**src/cmec_pkg.sv**
```systemverilog
// Constants shared by the compare match event counter.
package cmec_pkg;
    // Register byte offsets.
    localparam logic [7:0] CMEC_CMD_OFS = 8'h00;
    localparam logic [7:0] CMEC_CFG_OFS = 8'h04;
    localparam logic [7:0] CMEC_STAT_OFS = 8'h08;
    localparam logic [7:0] CMEC_COUNT_OFS = 8'h0c;
    localparam logic [7:0] CMEC_CMP_OFS = 8'h10;
    localparam logic [7:0] CMEC_PRESET_OFS = 8'h14;
    localparam logic [7:0] CMEC_CMPTAB_OFS = 8'h40;
    localparam logic [7:0] CMEC_PRETAB_OFS = 8'h80;
    // Command register bits.
    localparam int CMEC_CMD_START = 0;
    localparam int CMEC_CMD_STOP = 1;
    localparam int CMEC_CMD_CRESET = 2;
    localparam int CMEC_CMD_SRESET = 3;
    // Configuration register fields.
    localparam int CMEC_CFG_SRC = 0;
    localparam int CMEC_CFG_FILT_LO = 1;
    localparam int CMEC_CFG_CMPEN = 3;
    localparam int CMEC_CFG_CMPWRAP = 4;
    localparam int CMEC_CFG_PREEN = 5;
    localparam int CMEC_CFG_PREWRAP = 6;
    localparam int CMEC_CFG_CMPLAST_LO = 8;
    localparam int CMEC_CFG_PRELAST_LO = 12;
    localparam logic [31:0] CMEC_CFG_MASK = 32'h0000_777f;
    localparam logic [31:0] CMEC_CFG_RESET = 32'h0000_0000;
    // Status register bits.
    localparam int CMEC_ST_RUN = 0;
    localparam int CMEC_ST_MATCH = 1;
    localparam int CMEC_ST_OVR = 2;
    localparam int CMEC_ST_ERR = 3;
    // Tables.
    localparam int CMEC_TAB_DEPTH = 8;
    localparam int CMEC_IDX_W = 3;
    localparam logic [31:0] CMEC_CMP_RESET = 32'hffff_ffff;
    // Filter times and their cycle counts at the 25 MHz clock.
    localparam int CMEC_CLK_HZ = 25_000_000;
    localparam int CMEC_FILT_1US_NS = 1_000;
    localparam int CMEC_FILT_128US_NS = 128_000;
    localparam int CMEC_FILT_16MS_NS = 16_000_000;
    localparam int CMEC_CLK_NS = 1_000_000_000 / CMEC_CLK_HZ;
    localparam int CMEC_FILT_1US_CYC = (CMEC_FILT_1US_NS + CMEC_CLK_NS - 1) / CMEC_CLK_NS;
    localparam int CMEC_FILT_128US_CYC = (CMEC_FILT_128US_NS + CMEC_CLK_NS - 1) / CMEC_CLK_NS;
    localparam int CMEC_FILT_16MS_CYC = (CMEC_FILT_16MS_NS + CMEC_CLK_NS - 1) / CMEC_CLK_NS;
    localparam int CMEC_FILT_W = 19;
    // Filter selections.
    typedef enum logic [1:0] {
        CMEC_FILT_OFF,
        CMEC_FILT_1US,
        CMEC_FILT_128US,
        CMEC_FILT_16MS
    } cmec_filt_type;
endpackage

```
**src/cmec_counter.sv**
```systemverilog
// Compare match event counter with Avalon-MM register slave.
`timescale 1ns/1ns
`default_nettype none
module cmec_counter
    import cmec_pkg::*;
#(
    parameter int FILT_16MS_CYC = CMEC_FILT_16MS_CYC
)
(
    // Clock and reset.
    input wire logic i_mclk,
    input wire logic i_reset,
    // Avalon-MM slave.
    input wire logic [7:0] i_avs_address,
    input wire logic i_avs_read,
    input wire logic i_avs_write,
    input wire logic [31:0] i_avs_writedata,
    output logic [31:0] o_avs_readdata,
    output logic o_avs_waitrequest,
    // Count inputs.
    input wire logic i_ext_clk,
    input wire logic i_event_in,
    // Event notifications and state.
    output logic o_match_event,
    output logic o_overrun_event,
    output logic o_error_event,
    output logic o_running
);

    // Next table index: wraps to zero, or holds at the last entry when wrap is off.
    function automatic logic [CMEC_IDX_W-1:0] next_idx(
        input logic [CMEC_IDX_W-1:0] idx,
        input logic [CMEC_IDX_W-1:0] last,
        input logic wrap
    );
        logic [CMEC_IDX_W-1:0] r;
        r = idx + 1'b1;
        if (idx >= last)
        begin
            r = wrap ? '0 : last;
        end
        return r;
    endfunction

    function automatic logic [CMEC_FILT_W-1:0] filt_len(input cmec_filt_type sel, input int l16);
        logic [CMEC_FILT_W-1:0] r;
        r = CMEC_FILT_W'(1);
        unique case (sel)
            CMEC_FILT_OFF: r = CMEC_FILT_W'(1);
            CMEC_FILT_1US: r = CMEC_FILT_W'(CMEC_FILT_1US_CYC);
            CMEC_FILT_128US: r = CMEC_FILT_W'(CMEC_FILT_128US_CYC);
            CMEC_FILT_16MS: r = CMEC_FILT_W'(l16);
        endcase
        return r;
    endfunction

    // Bus handshake: one wait cycle, data registered at the first edge.
    logic wait_q;
    logic [31:0] rdata_q;
    logic [31:0] rdata_d;
    wire bus_req = i_avs_read | i_avs_write;
    wire bus_first = bus_req & wait_q;
    wire wr_go = i_avs_write & ~wait_q;
    wire [7:0] addr = i_avs_address;
    wire tab_hit_c = (addr[7:5] == CMEC_CMPTAB_OFS[7:5]) && (addr[1:0] == 2'b00);
    wire tab_hit_p = (addr[7:5] == CMEC_PRETAB_OFS[7:5]) && (addr[1:0] == 2'b00);
    wire [CMEC_IDX_W-1:0] tab_sel = addr[CMEC_IDX_W+1:2];

    // Write decode.
    wire wr_cmd = wr_go && (addr == CMEC_CMD_OFS);
    wire wr_cfg = wr_go && (addr == CMEC_CFG_OFS);
    wire wr_cmp = wr_go && (addr == CMEC_CMP_OFS);
    wire wr_pre = wr_go && (addr == CMEC_PRESET_OFS);
    wire wr_ctab = wr_go && tab_hit_c;
    wire wr_ptab = wr_go && tab_hit_p;
    wire cmd_start = wr_cmd & i_avs_writedata[CMEC_CMD_START];
    wire cmd_stop = wr_cmd & i_avs_writedata[CMEC_CMD_STOP];
    wire cmd_creset = wr_cmd & i_avs_writedata[CMEC_CMD_CRESET];
    wire cmd_sreset = wr_cmd & i_avs_writedata[CMEC_CMD_SRESET];
    // A counter reset shares the power-on path so no counter state can be missed.
    wire rst_all = i_reset | cmd_creset;

    // Configuration.
    logic [31:0] cfg_q;
    wire cfg_src = cfg_q[CMEC_CFG_SRC];
    wire cmec_filt_type filt_sel = cmec_filt_type'(cfg_q[CMEC_CFG_FILT_LO +: 2]);
    wire cmp_en = cfg_q[CMEC_CFG_CMPEN];
    wire cmp_wrap = cfg_q[CMEC_CFG_CMPWRAP];
    wire pre_en = cfg_q[CMEC_CFG_PREEN];
    wire pre_wrap = cfg_q[CMEC_CFG_PREWRAP];
    wire [CMEC_IDX_W-1:0] cmp_last = cfg_q[CMEC_CFG_CMPLAST_LO +: CMEC_IDX_W];
    wire [CMEC_IDX_W-1:0] pre_last = cfg_q[CMEC_CFG_PRELAST_LO +: CMEC_IDX_W];

    // Tables.
    logic [31:0] cmp_tab_q [CMEC_TAB_DEPTH];
    logic [31:0] pre_tab_q [CMEC_TAB_DEPTH];

    // Input selection and filter.
    wire raw_in = cfg_src ? i_event_in : i_ext_clk;
    logic filt_q;
    logic filt_prev_q;
    logic [CMEC_FILT_W-1:0] stab_q;
    logic [CMEC_FILT_W-1:0] stab_d;
    logic filt_d;
    wire [CMEC_FILT_W-1:0] flen = filt_len(filt_sel, FILT_16MS_CYC);

    // Any bounce restarts the stability count, so a pulse shorter than the filter
    // time never reaches the counter; the price is a full filter time of delay.
    always_comb
    begin
        filt_d = filt_q;
        stab_d = '0;
        if (filt_sel == CMEC_FILT_OFF)
        begin
            filt_d = raw_in;
        end
        else if (raw_in != filt_q)
        begin
            stab_d = stab_q + 1'b1;
            if (stab_d >= flen)
            begin
                filt_d = raw_in;
                stab_d = '0;
            end
        end
    end

    // Counter core.
    logic running_q;
    logic match_q;
    logic ovr_q;
    logic err_q;
    logic [31:0] count_q;
    logic [31:0] cmp_q;
    logic [CMEC_IDX_W-1:0] cidx_q;
    logic [CMEC_IDX_W-1:0] pidx_q;
    logic ev_match_q;
    logic ev_ovr_q;
    logic ev_err_q;

    // The previous level resets low, the idle level of both count inputs, so
    // leaving reset never looks like a count edge.
    wire edge_in = filt_q & ~filt_prev_q;
    wire [31:0] count_inc = count_q + 32'h0000_0001;
    wire hit = running_q & edge_in & (count_inc == cmp_q);
    wire is_ovr = hit & match_q;
    // Software has not serviced the last overrun, so another match is lost.
    wire is_err = hit & ovr_q;
    wire [CMEC_IDX_W-1:0] cidx_n = next_idx(cidx_q, cmp_last, cmp_wrap);
    wire [CMEC_IDX_W-1:0] pidx_n = next_idx(pidx_q, pre_last, pre_wrap);
    wire cmp_stuck = ~cmp_wrap & (cidx_q >= cmp_last);

    always_ff @(posedge i_mclk)
    begin
        if (rst_all)
        begin
            cfg_q <= CMEC_CFG_RESET;
            filt_q <= 1'b0;
            filt_prev_q <= 1'b0;
            stab_q <= '0;
        end
        else
        begin
            if (wr_cfg)
            begin
                cfg_q <= i_avs_writedata & CMEC_CFG_MASK;
            end
            filt_q <= filt_d;
            filt_prev_q <= filt_q;
            stab_q <= stab_d;
        end
    end

    always_ff @(posedge i_mclk)
    begin
        if (rst_all)
        begin
            for (int i = 0; i < CMEC_TAB_DEPTH; i++)
            begin
                cmp_tab_q[i] <= '0;
                pre_tab_q[i] <= '0;
            end
        end
        else
        begin
            if (wr_ctab)
            begin
                cmp_tab_q[tab_sel] <= i_avs_writedata;
            end
            if (wr_ptab)
            begin
                pre_tab_q[tab_sel] <= i_avs_writedata;
            end
        end
    end

    // Running state.
    always_ff @(posedge i_mclk)
    begin
        if (rst_all)
        begin
            running_q <= 1'b0;
            err_q <= 1'b0;
        end
        else if (cmd_stop | is_err)
        begin
            running_q <= 1'b0;
            err_q <= err_q | is_err;
        end
        else if (cmd_start)
        begin
            running_q <= 1'b1;
            err_q <= 1'b0;
        end
    end

    // Sticky match and overrun flags; a new match beats a status reset.
    always_ff @(posedge i_mclk)
    begin
        if (rst_all)
        begin
            match_q <= 1'b0;
            ovr_q <= 1'b0;
        end
        else
        begin
            match_q <= hit | (match_q & ~cmd_sreset & ~cmd_start);
            ovr_q <= is_ovr | (ovr_q & ~cmd_sreset);
        end
    end

    // Count, compare and table indices.
    always_ff @(posedge i_mclk)
    begin
        if (rst_all)
        begin
            count_q <= '0;
            cmp_q <= CMEC_CMP_RESET;
            cidx_q <= '0;
            pidx_q <= '0;
        end
        else if (cmd_start & ~cmd_stop)
        begin
            cidx_q <= '0;
            pidx_q <= '0;
            if (cmp_en)
            begin
                cmp_q <= cmp_tab_q[0];
            end
            if (pre_en)
            begin
                count_q <= '0;
            end
        end
        else
        begin
            if (wr_pre)
            begin
                count_q <= i_avs_writedata;
            end
            else if (hit & ~is_err & pre_en)
            begin
                count_q <= pre_tab_q[pidx_q];
                pidx_q <= pidx_n;
            end
            else if (running_q & edge_in & ~is_err)
            begin
                count_q <= count_inc;
            end
            if (wr_cmp)
            begin
                cmp_q <= i_avs_writedata;
            end
            else if (hit & ~is_err & cmp_en & ~cmp_stuck)
            begin
                cmp_q <= cmp_tab_q[cidx_n];
                cidx_q <= cidx_n;
            end
        end
    end

    // Event pulses.
    always_ff @(posedge i_mclk)
    begin
        if (rst_all)
        begin
            ev_match_q <= 1'b0;
            ev_ovr_q <= 1'b0;
            ev_err_q <= 1'b0;
        end
        else
        begin
            ev_match_q <= hit;
            ev_ovr_q <= is_ovr;
            ev_err_q <= is_err;
        end
    end

    // Read mux; reads have no side effects on counting.
    always_comb
    begin
        rdata_d = '0;
        if (tab_hit_c)
        begin
            rdata_d = cmp_tab_q[tab_sel];
        end
        else if (tab_hit_p)
        begin
            rdata_d = pre_tab_q[tab_sel];
        end
        else
        begin
            unique case (addr)
                CMEC_CFG_OFS: rdata_d = cfg_q;
                CMEC_STAT_OFS: rdata_d = {28'h0000000, err_q, ovr_q, match_q, running_q};
                CMEC_COUNT_OFS: rdata_d = count_q;
                CMEC_CMP_OFS: rdata_d = cmp_q;
                CMEC_PRESET_OFS: rdata_d = count_q;
                default: rdata_d = '0;
            endcase
        end
    end

    // Bus handshake registers stay out of the counter reset so a
    // command write still completes its transfer cleanly.
    always_ff @(posedge i_mclk)
    begin
        if (i_reset)
        begin
            wait_q <= 1'b1;
            rdata_q <= '0;
        end
        else
        begin
            wait_q <= ~bus_first;
            if (bus_first & i_avs_read)
            begin
                rdata_q <= rdata_d;
            end
        end
    end

    assign o_avs_waitrequest = wait_q;
    assign o_avs_readdata = rdata_q;
    assign o_match_event = ev_match_q;
    assign o_overrun_event = ev_ovr_q;
    assign o_error_event = ev_err_q;
    assign o_running = running_q;

endmodule
`default_nettype wire

```
**config.mk**
```make
export PLATFORM = sky130hd
export DESIGN_NAME = cmec_counter
export DESIGN_NICKNAME = d
export VERILOG_FILES = /design/src/cmec_pkg.sv /design/src/cmec_counter.sv
export SDC_FILE = /design/constraint.sdc
export NUM_CORES = 1
export LEC_CHECK = 0
export BUFFER_PORTS_ARGS = -buffer_cell sky130_fd_sc_hd__clkbuf_2
export CAP_MARGIN = 20
export CELL_PAD_IN_SITES_DETAIL_PLACEMENT = 2
export CELL_PAD_IN_SITES_GLOBAL_PLACEMENT = 2
export CORE_ASPECT_RATIO = 1.4
export CORE_UTILIZATION = 45
export CTS_CLUSTER_SIZE = 20
export DETAILED_ROUTE_END_ITERATION = 6
export PLACE_DENSITY = 0.83
export SETUP_SLACK_MARGIN = 0.02
export SLEW_MARGIN = 20
export SYNTH_ARGS = -nofsm -noshare
export SYNTH_HDL_FRONTEND = slang
export SYNTH_SLANG_ARGS = --single-unit
```
**constraint.sdc**
```tcl
create_clock -name i_mclk -period 6.1 [get_ports i_mclk]
set_clock_uncertainty 0.1 [all_clocks]
set_input_delay 0.915 -clock i_mclk [delete_from_list [all_inputs] [get_ports i_mclk]]
set_output_delay 0.915 -clock i_mclk [all_outputs]
set_load 0.02 [all_outputs]
```
* After elaboration in Yosys (flattened, before gate mapping)
Memories as Yosys holds them, arrays and structs flattened. A register that Yosys moved wholly into a read port is not among the register bits. Index checks and enable logic that the tools add are counted. Widths: inputs -> output; s select.
Word-level totals: bits in registers 144, latch bits 0, memory bits (writable) 512, bits in read-only memories 0, output and inout bits 37, memories 2
Cells by class: add/sub/neg operators 4, $mul 0, div/mod/pow operators 0, $lt $le $gt $ge 3, equal/unequal tests 14, shifts and indexed selects 0, muxes and demuxes 39, bitwise logic cells 40, reductions and logical operators 27
Memories:
- cmp_tab_q | depth 8, bits a word 32, read ports 3, clocked after Yosys merged registers in 0, write ports 8, RTL line cmec_counter.sv:95 | logic [31:0] cmp_tab_q [CMEC_TAB_DEPTH];
- pre_tab_q | depth 8, bits a word 32, read ports 2, clocked after Yosys merged registers in 1, write ports 8, RTL line cmec_counter.sv:96 | logic [31:0] pre_tab_q [CMEC_TAB_DEPTH];
Operators with widths (number):
- $mux 32 | 13
- $pmux 32 s4 | 1
- $pmux 19 s4 | 1
- $reduce_or 32->1 | 2
- $add 32x1->32 const B | 1
- $eq 32x32->1 | 1
- $mux 3 | 8
- $and 1x1->1 | 22
- $add 19x1->19 const B | 1
- $ge 19x19->1 | 1
- $eq 8x4->1 const B | 2
- $eq 8x5->1 const B | 2
- $mux 1 | 16
- $not 1->1 | 12
- $reduce_and 2->1 | 5
- $eq 8x3->1 const B | 1
- $logic_and 1x1->1 | 8
- $logic_not 8->1 | 1
- $add 3x1->3 const B | 2
- $ge 3x3->1 | 2
- $or 1x1->1 | 6
- $reduce_bool 2->1 | 3
- $reduce_or 2->1 | 3
- $eq 2x2->1 const B | 2
- 9 further kinds | 11

* Depth between registers and ports, before layout
Gate-level depths: netlist (run 1).
word-level depth 12, gate-level depth with buffers 15

* Least setup slack after synthesis (run 1)
No wires, ideal clock.
path type input port to flip-flop, from in i_avs_address[3], to mem cmp_tab_q[3][0] (enable), arrival time 4.545 ns, required time 5.534 ns, setup slack 0.990 ns, stages 5, cell sequence clkbuf_1 -> buf_1 -> clkbuf_1 -> nand2b_1 -> o21ai_0
RTL lines:
- start: declaration | RTL line cmec_counter.sv:14 | input wire logic [7:0] i_avs_address,
- end: declaration | RTL line cmec_counter.sv:95

* Worst setup path after layout (run 1)
from reg count_q[23], to reg count_q[18]
On the way: longest elaborated chain between the ends 10, elaborated cells between the ends (all ways) 13, classes of those cells add/sub: 1; eq/ne: 1; mux: 3; bitwise: 6; reduce/logical: 2
Ends and longest elaborated chain:
- start: declaration | RTL line cmec_counter.sv:133 | logic [31:0] count_q;
- start signal: assignment | RTL line cmec_counter.sv:259 | count_q <= i_avs_writedata;
- start signal: assignment | RTL line cmec_counter.sv:263 | count_q <= pre_tab_q[pidx_q];
- start signal: assignment | RTL line cmec_counter.sv:268 | count_q <= count_inc;
- $add 32x1->32 * | RTL line cmec_counter.sv:144 | wire [31:0] count_inc = count_q + 32'h0000_0001;
- $eq 32x32->1 * | RTL line cmec_counter.sv:145 | wire hit = running_q & edge_in & (count_inc == cmp_q);
- $and 1x1->1 * | RTL line cmec_counter.sv:145
- $and 1x1->1 | RTL line cmec_counter.sv:148 | wire is_err = hit & ovr_q;
- $not 1->1 | RTL line cmec_counter.sv:261, cmec_counter.sv:266
- $and 1x1->1 (2 in a row) | RTL line cmec_counter.sv:261 | else if (hit & ~is_err & pre_en)
- $mux 32 | RTL line cmec_counter.sv:261
- $mux 32 | RTL line cmec_counter.sv:257 | if (wr_pre)
- $mux 32 | RTL line cmec_counter.sv:242 | else if (cmd_start & ~cmd_stop)
Mark *: on every way between the ends. The rest lies on a longest branch, timed or not. A chain may end at the register's enable or synchronous reset.

==> out/qor.yml, run 1 <==
outcome: "complete, but fails checks"
violations: "design-rule violations"
yosysSeqAreaShare: 0.492
holdWs_ps: 385
cp-start-kind: "register"
p_per_area_mw_per_mm2: 248
cts_buffer_depth: 3
setup_slack_ps: 829
die_area_mm2: 0.0840
die_h_um: 343
ys.flop_type: "edfxtp_1"
drtIter0Drc: 3045
antenna_found_initial: 14
total_power_mw: 10.2
start_util: 0.456
synth_area_mm2: 0.0373
cts_max_level: 3
place_ws_ps: 1030
setup_viol: 0
viasPerCell: 7.14
place_congestion: 1.01
synth_edf_count: 512
hold_path_class: "register to register"
crit_arrival_ps: 5710
die_w_um: 245
cp.required_ps: 6540
clk_latency_ps: 660
final_max_slew_viol_count: 0
routed_wirelength_um: 163000
nets: 3058
yosys.area.top_type_share: 0.413
cts_made_buffers: 70
io_pins: 83
syn_inst: 3036
setup_tns_ps: 0
wl_per_cell_um: 39.5
row_count: 124
worstMarginPinSlew_ps: 1190
place_hpwl_um: 104000
cp_max_fo: 18
r2r_slack_ps: 830
finalNonFillerCells: 4121
crit_path_end_kind: "register"
post_cts_resized: 0
antenna_left: 0
final_core_util: 0.505
grt_pass1_vias: 31719
grt_max_degree: 58
grt_pass1_wl_um: 234000
post_cts_buffers: 0
synth.most_common_cell: "and2_1"
clockRootBuffer: "clkbuf_16"
max_freq_ghz: 0.190
syn2layout_area_growth_pct: 10.7
drcViolationCount: 1
finalCriticalPeriod_ps: 5270
period_share: 0.864
fillers: 7607
synth.avg_cell_area_um2: 12.3
synth_top_area_cell: "edfxtp_1"
overflow: 0
rsz0062_at_grt: "no"
leakagePower_nw: 14.3
fin_area_mm2: 0.0413
syn_nets: 3102
clkTransAtPathRegs_ps: 70
synth_cell_types: 78
io_buffer_count: 82
synth.top_cells.by_area: "edfxtp_1, mux4_2, and2_1, mux2i_1, dfxtp_1"
critPathKind: "register to register"
maxSlewHeadroom: 0.202
drv_cap: 0
yosys_register_bits: 659
drive_above_1_share: 0.185
synth_commonest_cells: "and2_1, edfxtp_1, mux2i_1"
finalHoldViolCount: 0
cts_tree: "done"
first_pass_iters: 7
ys.warnings.count: 0
cts.sinks: 659
place_area_mm2: 0.0390
track_usage: 0.387
vdd_drop_max_uv: 190
vias: 29429
dp.cells: 3990
design.core.area_mm2: 0.0818
synthArstFlopShare: 0
holdBufCountCts: 0
## worst max-delay path: stages (launching register included)
cell       delay [ps]
dfxtp_1           570
nand4_1           600
nor4_1            720
nand2_1           380
xnor2_1           260
o2111ai_1         350
nor4_1            850
buf_4             250
and3_1            290
o31ai_4           230
buf_4             300
a32o_1            240
## kinds of logic after synthesis
group                    after synthesis  share of synthesized area
AND/OR/NAND/NOR                      990                      0.155
AO/OA/AOI/OAI                        465                     0.0937
adder cells (fa/ha/maj)               20                    0.00671
flip-flops                           659                      0.492
buffers and inverters                325                     0.0341
multiplexers                         509                      0.201
XOR/XNOR                              68                     0.0179
## metal layers
metal | vias up | global-route usage | wire [um]
met2 | 1913 | 0.659 | 80400
li1 | 11511 | - | -
met4 | 18 | 0.215 | 9500
met1 | 15410 | 0.455 | 58100
met5 | - | 0 | 115
met3 | 577 | 0.0820 | 14500
## area by class of cell
cell class	instances	area, um2	share of cell area
Antenna cell	5	12.5	0.000303
Clock buffer	90	1950	0.0473
Clock inverter	35	268	0.00649
Inverter	30	113	0.00273
Multi-Input combinational cell	2052	18000	0.436
Sequential cell	659	18300	0.444
Tap cell	1071	1340	0.0325
Timing Repair Buffer	179	1260	0.0306
## sequential cells by signal (all words and copies together) (netlist names), 3 cells and up, named ones only
name            cells
pidx_q              3
cfg_q              13
stab_q             19
pre_tab_q         256
count_q            32
cmp_tab_q         256
o_avs_readdata     32
cidx_q              3
cmp_q              32
## power breakdown
part           leakage [nW]  total, mW  internal [mW]  switching, mW
sequential             6.47       5.07           4.96          0.109
clock                  1.09       4.40           2.40           2.00
combinational          6.75      0.764          0.259          0.506
## layout by cell type, fill, tap and decap left out, types with 18 or more instances in the layout
master,count
a2111oi_0,38
a211o_1,33
a211oi_1,27
a21oi_1,73
a221o_1,21
a31oi_1,64
a32o_1,30
and2_1,521
and4_1,19
buf_4,90
clkbuf_16,73
clkbuf_2,79
dfxtp_1,144
edfxtp_1,512
ha_1,20
inv_1,29
mux2i_1,313
mux4_2,192
nand2_1,83
nand2b_1,45
nand3_1,25
nand4_1,26
nor2_1,100
nor2b_1,26
nor3_1,27
nor4_1,24
o21ai_0,30
o221a_2,21
o22ai_1,20
xnor2_1,45
xor2_1,18
## path summary, 6_finish.rpt
kind	from	to	depth (start not counted)
min	o_avs_waitrequest	o_avs_waitrequest	1
min reg2reg	o_avs_waitrequest	o_avs_waitrequest	1
max	count_q[23]	count_q[18]	11
max reg2reg	count_q[23]	count_q[18]	11
No activity file was read; power rests on OpenSTA's default activity.
==> run 2: changes to the inputs <==
CTS_BUF_LIST = sky130_fd_sc_hd__clkbuf_16   (was unset)
==> out/qor.yml, run 2 (synthesized netlist as in run 1, its figures left out) <==
final_core_util: 0.504
cts.sinks: 659
place_hpwl_um: 104000
vdd_drop_max_uv: 177
p_per_area_mw_per_mm2: 246
final_max_slew_viol_count: 0
holdBufCountCts: 0
design.core.area_mm2: 0.0818
setup_viol: 0
antenna_found_initial: 8
io_buffer_count: 82
m1WireLength_um: 57800
drcViolationCount: 0
cp_num_buf_inv: 2
die_h_um: 343
cts_max_level: 3
first_pass_iters: 6
cp.required_ps: 6550
ff2ff_path_depth: 11
die_w_um: 245
start_util: 0.456
grt_pass1_wl_um: 232000
hold_path_class: "register to register"
period_share: 0.869
clockRootBuffer: "clkbuf_16"
syn2layout_area_growth_pct: 10.5
layout_commonest_cell: "and2_1"
maxUsedRoutingLayer: "met5"
cp_max_fo: 18
nets: 3058
critPathKind: "register to register"
wl_per_cell_um: 39.2
crit_family: "simple AND/OR/NAND/NOR gates"
clk_latency_ps: 650
routed_wirelength_um: 161000
final_cell_mix: "and2_1, edfxtp_1, mux2i_1, mux4_2, dfxtp_1"
top_regs: "cmp_tab_q x256, pre_tab_q x256"
row_count: 124
viasPerCell: 7.06
vias: 29054
finalCriticalPeriod_ps: 5300
dp.cells: 3990
met3_length_um: 14400
cp-start-kind: "register"
overflow: 0
clkTransAtPathRegs_ps: 60
max_freq_ghz: 0.189
grt_pass1_vias: 31639
io_pins: 83
drv_cap: 0
cts_tree: "done"
drive_above_1_share: 0.183
cts_made_buffers: 70
slowest_stage: "nor4_1"
finalHoldViolCount: 0
crit_cells: 11
crit_arrival_ps: 5750
finalNonFillerCells: 4117
worstMarginPinSlew_ps: 1150
track_usage: 0.385
place_congestion: 1.01
register_area_mm2: 0.0183
die_area_mm2: 0.0840
cts_buffer_depth: 3
setup_tns_ps: 0
rsz0062_at_grt: "no"
hold_depth: 1
outcome: "finished clean"
antenna_left: 0
met2_length_um: 79700
post_cts_buffers: 0
crit_path_end_kind: "register"
grt_max_degree: 58
leakagePower_nw: 14.3
fillers: 7582
drtIter0Drc: 3056
maxSlewHeadroom: 0.232
multiInputGateArea_mm2: 0.0180
post_cts_resized: 0
crit_chain: "nand4_1 -> nor4_1 -> nand2_1 -> xnor2_1 -> o2111ai_1 -> nor4_1 -> buf_4 -> and3_1 -> o31ai_4 -> buf_4 -> a32o_1"
cpPeakStageDelay_ps: 880
run 2: stage by stage:
stage / hold slack [ps] / total power, mW / worst slack [ps] / instance area (um2)
floorplan: 322 / 5.53 / 990 / 37300
global placement: 340 / 5.80 / 1010 / 39000
detailed placement: 371 / 5.88 / 1030 / 39000
CTS: 381 / 10.1 / 998 / 41200
global route: 404 / 10.3 / 802 / 41200
finish: 382 / 10.1 / 802 / 41200
run 2: worst paths after layout:
check | start | end | slack (ps)
setup / recovery | count_q[23] | count_q[23] | 800
setup reg to reg | count_q[23] | count_q[23] | 800
hold / removal | o_avs_waitrequest | o_avs_waitrequest | 380
hold reg to reg | o_avs_waitrequest | o_avs_waitrequest | 380
run 2: worst register-to-register path, stage by stage (launching register included):
cell and delay, ps:
dfxtp_1 580, nand4_1 620, nor4_1 710, nand2_1 370, xnor2_1 270, o2111ai_1 350, nor4_1 890, buf_4 250
and3_1 290, o31ai_4 230, buf_4 310, a32o_1 240
run 2: report_power, final:
group	total, mW	switching (mW)	internal (mW)
clock network	4.31	2.00	2.30
logic	0.763	0.505	0.259
registers	5.07	0.108	4.96
total	10.1	2.62	7.52
run 2: final cells by class:
| class | count | area share |
|---|---|---|
| Antenna cell | 1 | 0.0000607 |
| Clock buffer | 73 | 0.0443 |
| Clock inverter | 52 | 0.00805 |
| Inverter | 30 | 0.00273 |
| Multi-Input combinational cell | 2052 | 0.437 |
| Sequential cell | 659 | 0.445 |
| Tap cell | 1071 | 0.0325 |
| Timing Repair Buffer | 179 | 0.0306 |
run 2: per-layer routing:
metal / GRT usage / up-vias
met5: 0 / -
met4: 0.215 / 10
met3: 0.0789 / 559
met1: 0.457 / 15159
met2: 0.651 / 1826
li1: - / 11500
